File: src/rtl/ppt_defines.svh
`ifndef PPT_DEFINES_SVH
`define PPT_DEFINES_SVH

// function codes (octal 0000..0025 shown in hex)
`define PPT_FC_REL_DISC   12'h000
`define PPT_FC_DISASM     12'h001
`define PPT_FC_CHAR       12'h002
`define PPT_FC_CLEAR      12'h005
`define PPT_FC_SEL_BASE   12'h010
`define PPT_FC_REL_BASE   12'h011

// connect code: unit number field position
`define PPT_CONN_N_LSB    9

// status word bit positions
`define PPT_ST_READY      0
`define PPT_ST_BUSY       1
`define PPT_ST_STOP       2
`define PPT_ST_IRQ_LSB    7

// wishbone register byte offsets and reset values
`define PPT_ADR_CTRL      8'h00
`define PPT_ADR_STAT      8'h04
`define PPT_CTRL_RST      1'b1

`endif

File: src/rtl/ppt_pkg.sv
package ppt_pkg;

  // connection state, one-hot
  typedef enum logic [1:0] {
    PPT_DISC = 2'b01,
    PPT_CONN = 2'b10
  } ppt_conn_e;

  // data channel lines toward the device
  typedef struct packed {
    logic [11:0] data;
    logic        par;
    logic        conn;
    logic        func;
    logic        wr;
    logic        clr;
  } ppt_chan_in_s;

  // plotter mechanism condition lines
  typedef struct packed {
    logic ready;
    logic busy;
    logic stop;
    logic eoo;
    logic abn;
  } ppt_plt_in_s;

  // whole state of the port
  typedef struct packed {
    ppt_chan_in_s ch_s1;
    ppt_chan_in_s ch_s2;
    logic [2:0]   stb_prev;
    ppt_plt_in_s  plt_s1;
    ppt_plt_in_s  plt_s2;
    logic [2:0]   eq_s1;
    logic [2:0]   eq_s2;
    logic         mclr_s1;
    logic         mclr_s2;
    ppt_conn_e    conn;
    logic         par_err;
    logic         char_mode;
    logic [2:0]   sel;
    logic [2:0]   irq;
    logic         reply;
    logic         reject;
    logic         perr;
    logic [11:0]  plt_data;
    logic         plt_stb;
    logic [11:0]  status;
    logic         status_en;
    logic [7:0]   int_lines;
    logic         ctrl_en;
    logic         wb_ack;
    logic [31:0]  wb_dat;
  } ppt_state_s;

endpackage

File: src/rtl/ppt_host_port.sv
// Functional notes
// - function and write transfers are ignored unless connected.
// - connect only when unit field matches switch and parity good; reply.
// - foreign unit number: no answer, status withheld, disconnect.
// - connect parity error: no connect, disconnect, no answer, lamp on.
// - parity errors stay latched until clear; connects refused meanwhile.
// - one function at a time; parity first, then reply or reject.
// - undefined function codes get a reply and do nothing.
// - function parity error: not executed, error signal, lamp, no answer.
// - after function parity error a new connect is needed.
// - interrupt rises when a selected group condition occurs; code raises it only while connected.
// - interrupt holds until reselect, release, clear or master clear.
// - interrupt goes out on the line indexed by the switch.
// - status word presented on 12 lines after a connect.
// - several conditions give a sum of separate bits.
// - senders drive parity high when the word has even ones.
// - even ones over data plus parity flags a parity error.
// - write parity error: lamp, reply plus error signal, data passed.
// - code 0000 clears and disconnects; 0005 clears only.
// - 0020..0025 select and release the three groups, always replied.
// - status bits 0,1,2 ready, busy, stop; bits 7..9 live conditions of the selected groups.
//
// Register access over Wishbone and the address map were chosen for this implementation.
`include "ppt_defines.svh"

module ppt_host_port
  import ppt_pkg::*;
(
  input  wire logic         i_clk,
  input  wire logic         i_rst_n,
  input  wire ppt_chan_in_s i_ch,
  input  wire logic         i_mclr,
  input  wire logic [2:0]   i_equip_num,
  input  wire ppt_plt_in_s  i_plt,
  output logic              o_ch_reply,
  output logic              o_ch_reject,
  output logic              o_ch_par_err,
  output logic [11:0]       o_ch_status,
  output logic              o_ch_status_en,
  output logic [7:0]        o_ch_int,
  output logic [11:0]       o_plt_data,
  output logic              o_plt_stb,
  output logic              o_plt_char_mode,
  output logic              o_par_lamp,
  output logic              o_conn_lamp,
  input  wire logic         i_wb_cyc,
  input  wire logic         i_wb_stb,
  input  wire logic         i_wb_we,
  input  wire logic [7:0]   i_wb_adr,
  input  wire logic [3:0]   i_wb_sel,
  input  wire logic [31:0]  i_wb_dat,
  output logic [31:0]       o_wb_dat,
  output logic              o_wb_ack
);

  ppt_state_s q;
  ppt_state_s d;

  logic        conn_ev;
  logic        func_ev;
  logic        wr_ev;
  logic        par_ok;
  logic        clr_all;
  logic        conn_on;
  logic [2:0]  cond;
  logic [11:0] fc;

  // edge detects read only the second sync stage
  assign conn_ev = q.ch_s2.conn & ~q.stb_prev[2];
  assign func_ev = q.ch_s2.func & ~q.stb_prev[1];
  assign wr_ev   = q.ch_s2.wr & ~q.stb_prev[0];
  assign par_ok  = ^{q.ch_s2.data, q.ch_s2.par};
  assign clr_all = q.ch_s2.clr | q.mclr_s2;
  assign conn_on = (q.conn == PPT_CONN);
  assign fc      = q.ch_s2.data;
  // group conditions: ready and not busy, end of op, abnormal end
  assign cond    = {q.plt_s2.abn, q.plt_s2.eoo,
                    q.plt_s2.ready & ~q.plt_s2.busy};

  // next-state logic for the whole port
  always_comb
  begin
    d = q;
    // pins pass two flops; data assumed settled before its strobe
    d.ch_s1    = i_ch;
    d.ch_s2    = q.ch_s1;
    d.stb_prev = {q.ch_s2.conn, q.ch_s2.func, q.ch_s2.wr};
    d.plt_s1   = i_plt;
    d.plt_s2   = q.plt_s1;
    d.eq_s1    = i_equip_num;
    d.eq_s2    = q.eq_s1;
    d.mclr_s1  = i_mclr;
    d.mclr_s2  = q.mclr_s1;
    d.reply    = 1'b0;
    d.reject   = 1'b0;
    d.perr     = 1'b0;
    d.plt_stb  = 1'b0;

    d.irq = q.irq | (q.sel & cond & {3{conn_on}});

    if (clr_all)
    begin
      d.conn      = PPT_DISC;
      d.par_err   = 1'b0;
      d.char_mode = 1'b0;
      d.sel       = 3'h0;
      d.irq       = 3'h0;
    end
    else if (q.ctrl_en && conn_ev && !q.par_err)
    begin
      // connects refused while an error is latched
      if (!par_ok)
      begin
        d.conn    = PPT_DISC;
        d.par_err = 1'b1;
      end
      else if (fc[11:`PPT_CONN_N_LSB] == q.eq_s2)
      begin
        d.conn  = PPT_CONN;
        d.reply = 1'b1;
      end
      else
      begin
        d.conn = PPT_DISC;
      end
    end
    else if (q.ctrl_en && func_ev && conn_on)
    begin
      if (!par_ok)
      begin
        // drop link so a reconnect is needed
        d.perr    = 1'b1;
        d.par_err = 1'b1;
        d.conn    = PPT_DISC;
      end
      else
      begin
        // every code replied, unknown ones do nothing
        d.reply = 1'b1;
        if (fc == `PPT_FC_REL_DISC || fc == `PPT_FC_CLEAR)
        begin
          d.sel       = 3'h0;
          d.irq       = 3'h0;
          d.char_mode = 1'b0;
          if (fc == `PPT_FC_REL_DISC)
          begin
            d.conn = PPT_DISC;
          end
        end
        else if (fc == `PPT_FC_DISASM)
        begin
          d.char_mode = 1'b0;
        end
        else if (fc == `PPT_FC_CHAR)
        begin
          d.char_mode = 1'b1;
        end
        else
        begin
          for (int g = 0; g < 3; g++)
          begin
            if (fc == `PPT_FC_SEL_BASE + 12'(2 * g))
            begin
              d.sel[g] = 1'b1;
              d.irq[g] = 1'b0;
            end
            else if (fc == `PPT_FC_REL_BASE + 12'(2 * g))
            begin
              d.sel[g] = 1'b0;
              d.irq[g] = 1'b0;
            end
          end
        end
      end
    end
    else if (q.ctrl_en && wr_ev && conn_on)
    begin
      if (!q.plt_s2.ready)
      begin
        // mechanism off line: write cannot be performed
        d.reject = 1'b1;
      end
      else
      begin
        // data still passed; error reported with the reply
        d.reply    = 1'b1;
        d.plt_data = q.ch_s2.data;
        d.plt_stb  = 1'b1;
        if (!par_ok)
        begin
          d.perr    = 1'b1;
          d.par_err = 1'b1;
        end
      end
    end

    d.status_en = (d.conn == PPT_CONN);
    d.status    = 12'h000;
    d.status[`PPT_ST_READY] = q.plt_s2.ready;
    d.status[`PPT_ST_BUSY]  = q.plt_s2.busy;
    d.status[`PPT_ST_STOP]  = q.plt_s2.stop;
    d.status[`PPT_ST_IRQ_LSB +: 3] = q.sel & cond;

    // one line chosen by the switch
    d.int_lines = (|q.irq) ? (8'h01 << q.eq_s2) : 8'h00;

    // wishbone slave: ack one cycle after request, dropped next cycle
    d.wb_ack = i_wb_cyc & i_wb_stb & ~q.wb_ack;
    d.wb_dat = 32'h0000_0000;
    if (i_wb_cyc && i_wb_stb && !q.wb_ack)
    begin
      if (i_wb_adr == `PPT_ADR_CTRL)
      begin
        if (i_wb_we && i_wb_sel[0])
        begin
          d.ctrl_en = i_wb_dat[0];
        end
        d.wb_dat[0] = q.ctrl_en;
      end
      else if (i_wb_adr == `PPT_ADR_STAT)
      begin
        // writes ignored; unmapped reads give zero
        d.wb_dat[15:0] = {2'b00, q.irq, q.sel, q.char_mode,
                          q.par_err, conn_on, q.eq_s2, q.conn};
      end
    end
  end

  // single state register; async reset loads constants only
  always_ff @(posedge i_clk or negedge i_rst_n)
  begin
    if (!i_rst_n)
    begin
      q         <= '0;
      q.conn    <= PPT_DISC;
      q.ctrl_en <= `PPT_CTRL_RST;
    end
    else
    begin
      q <= d;
    end
  end

  // outputs straight from flops, except o_conn_lamp decoded from q.conn
  assign o_ch_reply      = q.reply;
  assign o_ch_reject     = q.reject;
  assign o_ch_par_err    = q.perr;
  assign o_ch_status     = q.status;
  assign o_ch_status_en  = q.status_en;
  assign o_ch_int        = q.int_lines;
  assign o_plt_data      = q.plt_data;
  assign o_plt_stb       = q.plt_stb;
  assign o_plt_char_mode = q.char_mode;
  assign o_par_lamp      = q.par_err;
  assign o_conn_lamp     = conn_on;
  assign o_wb_dat        = q.wb_dat;
  assign o_wb_ack        = q.wb_ack;

endmodule

File: config.mk
export PLATFORM = sky130hd
export DESIGN_NAME = ppt_host_port
export DESIGN_NICKNAME = d
export VERILOG_FILES = /design/src/rtl/ppt_pkg.sv /design/src/rtl/ppt_host_port.sv
export VERILOG_INCLUDE_DIRS = /design/src /design/src/rtl
export SDC_FILE = /design/constraint.sdc
export NUM_CORES = 1
export LEC_CHECK = 0
export BUFFER_PORTS_ARGS = -buffer_cell sky130_fd_sc_hd__buf_2
export CAP_MARGIN = 10
export CORE_ASPECT_RATIO = 0.8
export CORE_MARGIN = 4
export CORE_UTILIZATION = 30
export CTS_BUF_LIST = sky130_fd_sc_hd__clkbuf_16
export DETAILED_ROUTE_END_ITERATION = 7
export PLACE_DENSITY = 0.51
export SYNTH_ARGS = -nofsm -noshare
export SYNTH_HDL_FRONTEND = slang
export SYNTH_SLANG_ARGS = --single-unit
File: constraint.sdc
create_clock -name i_clk -period 1.9 [get_ports i_clk]
set_input_delay 0.38 -clock i_clk [delete_from_list [all_inputs] [get_ports i_clk]]
set_output_delay 0.38 -clock i_clk [all_outputs]
set_load 0.05 [all_outputs]
======== After elaboration in Yosys (flattened, before gate mapping) ========
Index checks and enable logic that the tools add are counted.
storage, ports and cells
  register bits after elaboration ......... 114
  latch bits .............................. 0
  memory bits (writable) .................. 0
  ROM bits ................................ 0
  output and inout port bits .............. 73
  word-level logic and storage cells ...... 162
  memories kept ........................... 0
cells by class
  $add $sub $neg .......................... 0
  multiply operators ...................... 0
  div/mod/pow operators ................... 0
  order comparisons ....................... 0
  eq/ne operators ......................... 16
  shift-type cells ........................ 1
  muxes and demuxes ....................... 51
  bitwise gates (word level) .............. 18
  reduce and logical (&&, ||, !) cells .... 31
operators with widths
  cell                                                   count
  equality test 12 x 5 -> 1 bit (second input constant)  6
  2-to-1 mux 16 bit                                      3
  2-to-1 mux 15 bit                                      2
  2-to-1 mux 1 bit                                       28
  2-to-1 mux 14 bit                                      2
  nonzero test 4 bit                                     6
  2-to-1 mux 7 bit                                       3
  AND reduction 6 bit                                    3
  2-to-1 mux 8 bit                                       2
  2-to-1 mux 13 bit                                      1
  XOR reduction 13 bit                                   1
  equality test 12 x 1 -> 1 bit (second input constant)  1
  equality test 12 x 2 -> 1 bit (second input constant)  1
  equality test 12 x 3 -> 1 bit (second input constant)  1
  logical NOT 12 bit                                     1
  2-to-1 mux 2 bit                                       6
  2-to-1 mux 6 bit                                       2
  2-to-1 mux 10 bit                                      1
  logical AND 1 bit                                      9
  equality test 8 x 3 -> 1 bit (second input constant)   1
  logical NOT 8 bit                                      1
  NOT 1 bit                                              8
  << shifter 1 x 3 -> 8 bit (first input constant)       1
  bitwise AND 1 bit                                      6
  other kinds (16)                                       21

======== Longest topological paths before layout ========
Gate-level depths: netlist of the first run.
  depth after elaboration ................. 15
  gate-level depth with buffers ........... 7
  mapped depth without buffers ............ 5

======== Worst setup path before layout of the first run ========
No wires, ideal clock.
  kind .................................... reg2reg
  start ................................... register q (netlist bit o_par_lamp)
  end ..................................... register q (netlist bit o_plt_data[11])
  library setup time ...................... 128 ps
  arrival ................................. 1936 ps
  required time ........................... 1772 ps
  path slack .............................. -164 ps
  cell stages (with the launch flop) ...... 6
  path buffers ............................ 1
  path through ............................ dfrtp_1 > nor4bb_1 > nor2_2 > nand4_2 > buf_4 > mux2_1
on the way
  word-level cells in the longest chain between the ends .. 4
ends and longest elaborated chain
  what                           line                  RTL
  from (decl)                    ppt_host_port.sv:56   ppt_state_s q;
  logical NOT 1 bit              ppt_host_port.sv:109  else if (q.ctrl_en && conn_ev && !q.par_err)
  logical AND 1 bit              ppt_host_port.sv:109
  NOT 1 bit (no line)            --
  AND reduction 5 bit (no line)  --
Every way passes these cells.
A chain may end at the register's enable or synchronous reset.

==> flow_metrics.tcl, run 1 <==
set metrics [dict create \
    first_pass_iters 4 \
    path_cells "xnor2_2 > xnor3_2 > xor2_2 > buf_12 > a41oi_2 > and2b_1" \
    antenna_left 0 \
    clockBufferDepth 2 \
    synthesis.area_um2 4360 \
    fin_tns_setup_ps 0 \
    gp_congestion 0.796 \
    rsz0062_at_grt "yes" \
    setup.worst_path.class "reg2reg" \
    status "finished with violations" \
    drv_cap 0 \
    core.rowCount 39 \
    place_inst 570 \
    drive_gt1_share_pct 37.3 \
    instances_no_fill 586 \
    cts_sinks 112 \
    grtUsageTotal_pct 10.3 \
    hold_violations 4 \
    cts-buffers-inserted 9 \
    cts_tree "yes" \
    crit_arrival_ps 2110 \
    layout_common_cells "dfrtp_1 (110), buf_2 (88), conb_1 (24), buf_4 (21)" \
    path_max_fanout 11 \
    worst-path-stages 6 \
    wire_per_inst_um 13.9 \
    syn2layout_area_growth_pct 17.8 \
    start_kind "flip-flop" \
    io_buffers 89 \
    initial_core_util_pct 30.6 \
    hold_class "in2async" \
    synth-seq-cells 112 \
    antenna_found_initial 0 \
    r2r-start "fc[0]" \
    post-route-util_pct 36.1 \
    grt_pass1_vias 2524 \
    p_per_area_nw_per_um2 941 \
    grt_pass1_wl_um 13100 \
    io_pins 148 \
    synth_warnings 0 \
    path_clk_slew_ps 70 \
    synth_edf_count 0 \
    viasPerCell 4.05 \
    cts_setup_buffers 0 \
    routed_wl_um 8140 \
    vias 2374 \
    drc 0 \
    root_buffer "clkbuf_16" \
    path_buf_inv 1 \
    fin_crit_ps 1880 \
    hold_ws_ps -1.93 \
    crit_slowest_cell "xnor3_2" \
    dpl_worst_slack_ps -15.5 \
    avgSynthCellArea_um2 13.5 \
    core_area_um2 14200 \
    nNetsFinal 472 \
    crit_start "fc[0]" \
    cp_top_family "XOR/XNOR gates" \
    hpwl_um 6240 \
    ys_types 54 \
    final_common_cell "dfrtp_1" \
    max_stage_delay_ps 480 \
    insertion_delay_ps 340 \
    gr-total-overflow 0 \
    maxSlewViolCount 0 \
    ys_seq_area_share_pct 64.3 \
    die_y_um 116 \
    synthCells 324 \
    htree_num_levels 3 \
    dieArea_um2 16500 \
    violations "hold timing" \
    diodes 0 \
    setup_viol 0 \
    required_ps 2130 \
    fin_ws_ps 21.5 \
    max_freq_mhz 532 \
    endpoint_kind "flip-flop" \
    drt-initial-drc-count 80 \
    skew_ps 10.6 \
    r2r_cells 6 \
    reg2reg_slack_ps 20 \
    max-vdd-ir-drop_mv 0.532 \
    die_w_um 143 \
    rr_endpoint "q[72]" \
    postCtsHoldBufs 0 \
    fin_crit_sh_pct 98.9 \
    synthArstFlopShare_pct 100 \
    synth_top_flop_cell "dfrtp_1" \
    grt_max_degree 39 \
    leakage_nw 2.66 \
]
per-layer routing:
layer  track usage [%]  share of wire, %  vias to the layer above
met4              3.99               1.9                        0
met2              15.6                44                       78
met1              13.7                46                     1153
li1                  -                 -                     1133
met3              3.88               7.9                       10
met5                 0                 0                        -
timing repair:
action	in CTS	in global routing
setup endpoints to repair	3	19
gates resized for setup	1	2
pin swaps	0	1
power by group:
group / switching, mW / internal (mW) / leakage (nW)
Combinational: 0.332 / 0.205 / 1.09
Sequential: 0.0345 / 2.45 / 1.42
Clock: 0.803 / 1.01 / 0.144
Total: 1.17 / 3.66 / 2.66
state kept, by name, indices dropped and copies added, names as in the netlist, 2 cells and up:
signal / flops
o_ch_int: 8
o_wb_dat: 14
fc: 12
o_ch_status: 6
cond: 2
o_plt_data: 12
q: 18
d: 32
layout make-up:
class | count | area [µm²]
Fill cell | 1402 | 9110
Multi-Input combinational cell | 157 | 1120
Inverter | 4 | 15.0
Tap cell | 184 | 230
Clock inverter | 7 | 63.8
Sequential cell | 112 | 2810
Timing Repair Buffer | 113 | 678
Clock buffer | 9 | 225
Yosys cell counts (all sizes together) (2+ instances only):
| cell type | instances | area share [%] |
|---|---|---|
| o2bb2ai | 2 | 0.40 |
| nor3b | 3 | 0.52 |
| xnor3 | 3 | 1.6 |
| xnor2 | 7 | 1.7 |
| nor3 | 8 | 0.92 |
| or2 | 3 | 0.43 |
| and2b | 2 | 0.34 |
| nand4 | 3 | 0.72 |
| and3 | 14 | 2.0 |
| and2 | 2 | 0.29 |
| a21oi | 11 | 1.5 |
| mux2 | 11 | 2.8 |
| nand2b | 5 | 0.72 |
| a41oi | 2 | 0.75 |
| o21ai | 5 | 0.57 |
| nand3 | 3 | 0.34 |
| buf | 70 | 12 |
| dfrtp | 110 | 63 |
| nand2 | 9 | 0.77 |
| inv | 4 | 0.34 |
| nor2b | 3 | 0.43 |
| dfstp | 2 | 1.2 |
| clkbuf | 4 | 0.34 |
| xor2 | 4 | 0.98 |
| nor4 | 3 | 0.57 |
| or4 | 2 | 0.34 |
| nor2 | 15 | 1.3 |
through the flow:
stage | area [µm²] | power (mW)
2_1_floorplan | 4460 | 2.89
3_3_place_gp | 4830 | 3.05
3_5_place_dp | 4830 | 3.06
4_1_cts | 5130 | 4.90
5_1_grt | 5140 | 5.05
6_report | 5140 | 4.83
how the worst max path moves through the flow:
stage / slack [ps] / endpoint
2_1_floorplan: 7 / o_plt_data[11]
3_3_place_gp: 8 / q[73]
3_5_place_dp: -20 / q[73]
4_1_cts: 1 / q[72]
5_1_grt: -80 / o_plt_data[5]
6_report: 20 / q[72]
cells by family (layout without fill, tap and decap cells):
logic type / Yosys count / count (layout) / synth area share [%]
mux: 12 / 12 / 3.07
xor+xnor: 14 / 14 / 4.33
buf+inv: 78 / 133 / 12.8
simple gates: 79 / 79 / 10.6
other cells: 1 / 24 / 0.0860
compound gates: 28 / 28 / 4.82
flops: 112 / 112 / 64.3
No activity file was read; power rests on OpenSTA's default activity.
==> inputs of run 2 (changes only) <==
CORE_UTILIZATION = 40   (was 30)
PLACE_DENSITY = 0.65   (was 0.51)
==> run 2 against run 1 <==
Register-to-register slack about the same. The run now ends clean. Combinational power down 0.7%. Power is 1.6% lower. Routed wire length is 10% lower. Clock power fell by 4%. Global-route usage increased by 1.9 points. Cell count is 7.2% lower. Sequential power about the same. Sequential cell count unchanged. Core utilization rose by 13 points. Via count decreased by 0.88%. Critical path type unchanged. Sequential share of layout area up 0.70 points. Highest routed layer unchanged.
==> flow_metrics.tcl, run 2 (synthesis results as in run 1) <==
set metrics [dict create \
    hpwl_um 5530 \
    diodes 0 \
    grt_max_degree 58 \
    fin_crit_sh_pct 98.8 \
    leakage_nw 2.65 \
    cts-buffers-inserted 9 \
    max_stage_delay_ps 470 \
    vias 2353 \
    hold_violations 0 \
    required_ps 2140 \
    crit_slowest_cell "xnor3_2" \
    hold_class "in2async" \
    cts_sinks 112 \
    status "completed" \
    routed_wl_um 7330 \
    endpoint_kind "flip-flop" \
    path_buf_inv 1 \
    io_buffers 89 \
    path_max_fanout 5 \
    root_buffer "clkbuf_16" \
    reg2reg_slack_ps 20 \
    drt-initial-drc-count 123 \
    first_pass_iters 4 \
    grtUsageTotal_pct 12.2 \
    rsz0062_at_grt "yes" \
    largest_register_ffs 32 \
    die_y_um 101 \
    viasPerCell 4.33 \
    start_kind "flip-flop" \
    dieArea_um2 12700 \
    core_area_um2 10400 \
    use_met2_pct 18.3 \
    htree_num_levels 3 \
    antenna_left 0 \
    gp_congestion 0.858 \
    post-route-util_pct 48.6 \
    syn2layout_area_growth_pct 16.3 \
    core.rowCount 33 \
    maxSlewViolCount 0 \
    path_clk_slew_ps 70 \
    drc 0 \
    initial_core_util_pct 41.8 \
    wire_per_inst_um 13.5 \
    max_freq_mhz 533 \
    die_w_um 125 \
    layout_common_cells "dfrtp_1 (110), buf_2 (88), conb_1 (24), buf_4 (23)" \
    gr-total-overflow 0 \
    fin_crit_ps 1880 \
    cts_tree "yes" \
    path_cells "xnor2_2 > xnor3_2 > xor2_2 > buf_6 > a41oi_2 > and2b_1" \
    grt_use_met3_pct 5.11 \
    setup_viol 0 \
    p_per_area_nw_per_um2 938 \
    insertion_delay_ps 340 \
    setup.worst_path.class "reg2reg" \
    crit_arrival_ps 2110 \
    drv_cap 0 \
    grt_pass1_wl_um 12100 \
    skew_ps 5.58 \
    max-vdd-ir-drop_mv 0.627 \
    drive_gt1_share_pct 37.6 \
    grt_use_met1_pct 16.4 \
    grt_pass1_vias 2362 \
    final_common_cell "dfrtp_1" \
    io_pins 148 \
    clockBufferDepth 2 \
    cp_top_family "XOR/XNOR gates" \
    fin_ws_ps 22.3 \
    nNetsFinal 474 \
    antenna_found_initial 0 \
    busiest_layer "met2" \
    dpl_worst_slack_ps -8.70 \
]
[run 2: path summary, 6_finish.rpt]
| check | startpoint | endpoint | depth (start not counted) |
|---|---|---|---|
| min in group i_clk | i_plt[3] | d[92] | 1 |
| min | i_rst_n | d[115] | 2 |
| min reg2reg | d[105] | d[101] | 0 |
| max in group asynchronous | i_rst_n | q[33] | 2 |
| max reg2reg | fc[0] | q[73] | 6 |
| max | fc[0] | q[73] | 6 |
[run 2: cell type report]
cell class / count / area [µm²]
clock inverters: 7 / 53.8
repair buffers: 115 / 684
multi-input cells: 157 / 1110
fillers: 947 / 5370
inverters: 4 / 15.0
well taps: 140 / 175
flip-flops and latches: 112 / 2810
clock buffers: 9 / 225
[run 2: power breakdown]
| group | internal [mW] | switching [mW] |
|---|---|---|
| Combinational | 0.202 | 0.332 |
| Clock | 0.903 | 0.839 |
| Sequential | 2.45 | 0.0342 |
[run 2: stage by stage]
stage	setup TNS, ps	power (mW)	area, µm²	hold WS [ps]	std cells
floorplan	0	2.89	4460	84.4	347
global placement	0	3.01	4760	332	526
detailed placement	-8.70	3.02	4760	335	526
CTS	0	4.81	5060	33.9	543
global route	-339	5.00	5070	38.5	544
finish	0	4.76	5070	28.0	544
[run 2: routing by layer]
layer | up-vias | share of wire (%)
met2 | 72 | 45
li1 | 1143 | -
met4 | 0 | 1.1
met5 | - | 0
met3 | 9 | 7.2
met1 | 1129 | 47
[run 2: timing repair]
action / CTS / global route
pin swaps: 0 / 0
setup endpoints to repair: 3 / 7
hold buffers: 0 / 0
gates cloned: 0 / 1
endpoints found under the hold margin: 0 / 0
buffers inserted: 1 / 0
resized for setup: 2 / 2
==> inputs of run 3 (changes only) <==
--- a/constraint.sdc
+++ b/constraint.sdc
@@ -3,2 +3,2 @@
 set_output_delay 0.38 -clock i_clk [all_outputs]
-set_load 0.05 [all_outputs]
+set_load 0.01 [all_outputs]
==> run 3 against run 2 <==
The run now ends with setup timing left. Worst setup slack lost 66 ps. Clock skew grew 0.81 ps. Maximum frequency shrank 3.4%. Sequential share of layout area shrank 0.85 points. Count of clock-buffer cells in the layout is the same. Critical endpoint is now q[79]. Largest cell class unchanged.
==> flow_metrics.tcl, run 3 (synthesis results as in run 1) <==
set metrics [dict create \
    io_buffers 89 \
    layout_common_cells "dfrtp_1 (110), buf_2 (88), buf_4 (29), conb_1 (24)" \
    crit_slowest_cell "xnor3_2" \
    htree_num_levels 3 \
    first_pass_iters 4 \
    nNetsFinal 481 \
    gr-total-overflow 0 \
    maxSlewViolCount 0 \
    p_int_mw 3.62 \
    diodes 0 \
    drv_cap 0 \
    routed_wl_um 7550 \
    fin_ws_ps -43.5 \
    cts_sinks 112 \
    min_to "d[92]" \
    fin_crit_ps 1940 \
    hpwl_um 5710 \
    grt_pass1_vias 2492 \
    drive_gt1_share_pct 39.9 \
    status "finished with violations" \
    wire_per_inst_um 13.7 \
    drt-initial-drc-count 115 \
    setup.worst_path.class "reg2reg" \
    core_area_um2 10400 \
    power_frac_comb_pct 11.3 \
    wl_met1_um 3460 \
    met2WireLength_um 3480 \
    die_y_um 101 \
    hold_class "in2reg" \
    power_switching_mw 1.14 \
    rr_endpoint "q[79]" \
    hold_start "i_plt[3]" \
    hold_violations 0 \
    dieArea_um2 12700 \
    dr_wl_met3_um 556 \
    syn2layout_area_growth_pct 18.1 \
    drc 0 \
    largest_register_ffs 32 \
    grt_max_degree 54 \
    multi_input_area_um2 1140 \
    core.rowCount 33 \
    grtUsageTotal_pct 12.9 \
    rsz0062_at_grt "yes" \
    setup_viol 4 \
    root_buffer "clkbuf_16" \
    clockBufferDepth 2 \
    crit_arrival_ps 2210 \
    total_power_mw 4.76 \
    endpoint_kind "flip-flop" \
    switching_share_pct 23.9 \
    gp_congestion 0.835 \
    grt_pass1_wl_um 12700 \
    start_kind "flip-flop" \
    p_per_area_nw_per_um2 924 \
    max_stage_delay_ps 500 \
    holdPathStages 1 \
    initial_core_util_pct 41.8 \
    final_common_cell "dfrtp_1" \
    antenna_left 0 \
    fillCellCount 903 \
    max_freq_mhz 515 \
    r2r_cells 7 \
    path_max_fanout 8 \
    antenna_found_initial 0 \
    seq_area_um2 2810 \
    routed.top_layer "met4" \
    path_cells "xnor2_2 > xnor3_2 > xor2_4 > buf_12 > buf_6 > a21oi_4 > o21bai_1" \
    path_clk_slew_ps 70 \
    seq_power_share_pct 52.1 \
    r2r-start "fc[2]" \
    violations "setup timing" \
    cts-buffers-inserted 9 \
    die_w_um 125 \
    skew_ps 6.39 \
    required_ps 2170 \
    postPlaceCellArea_um2 4760 \
    max-vdd-ir-drop_mv 0.733 \
    design_area_um2 5150 \
    fin_crit_sh_pct 102 \
    viasPerCell 4.38 \
    cts_tree "yes" \
    insertion_delay_ps 340 \
    io_pins 148 \
    reg2reg_slack_ps -40 \
    leakage_nw 2.69 \
    vias 2414 \
    clock_power_share_pct 36.6 \
]
-- run 3: changes by cell type in the layout (fill, tap and decap cells not counted), sizes merged --
| cell | delta |
|---|---|
| dlygate4sd3 | +1 |
| buf | +6 |
-- run 3: worst max-delay path, delay by kind of cell, from the launching register on --
family                 cells  cell delay (ps)
flip-flops                 1              410
buffers and inverters      2              260
XOR/XNOR                   3              890
AO/OA/AOI/OAI              2              310
-- run 3: per-stage QoR --
step                cells  utilization [%]  setup WS, ps  hold WS [ps]  setup TNS, ps
floorplan             347                -          51.6          84.4              0
global placement      528             45.5         -16.6           276          -18.7
detailed placement    528             45.5         -34.8           280          -55.7
CTS                   549             48.8         -4.25           120          -4.25
global route          551             49.3          -120           110           -926
finish                551             49.3         -43.5           135          -78.3
-- run 3: final cells by class --
| cell class | instances | share of cell area (%) |
|---|---|---|
| sequential | 112 | 54.5 |
| multi-input combinational | 157 | 22.1 |
| timing repair buffer | 122 | 14.4 |
| clock buffer | 9 | 4.37 |
| tap | 140 | 3.40 |
| clock inverter | 7 | 1.02 |
| inverter | 4 | 0.291 |
-- run 3: worst max-delay path by stage --
stage / cells past startpoint / startpoint / slack, ps / to
after floorplan: 7 / fc[0] / 50 / q[72]
after global placement: 5 / q[33] / -20 / q[73]
after detailed placement: 5 / q[33] / -30 / q[73]
after CTS: 5 / fc[9] / -4 / q[73]
after global routing: 6 / fc[2] / -120 / q[74]
final: 7 / fc[2] / -40 / q[79]
-- run 3: layer usage --
metal	global-route usage [%]	up-vias
li1	-	1161
met1	17.1	1176
met2	19.8	73
met3	6.17	4
met4	2.27	0
met5	0	-
-- run 3: power by group through the flow --
stage	clock, mW	combinational, mW	sequential (mW)
after floorplan	0	0.278	2.52
final	1.74	0.539	2.48
after CTS	1.80	0.470	2.48
after global routing	1.93	0.591	2.49
after global placement	0	0.402	2.53
after detailed placement	0	0.404	2.53
-- run 3: repair_timing --
item / CTS / global route
resized for setup: 4 / 5
endpoints found under the hold margin: 17 / 0
buffers inserted: 5 / 2
pin swaps: 6 / 4
cloned: 0 / 0
setup endpoints to repair: 3 / 21
hold buffers: 1 / 0
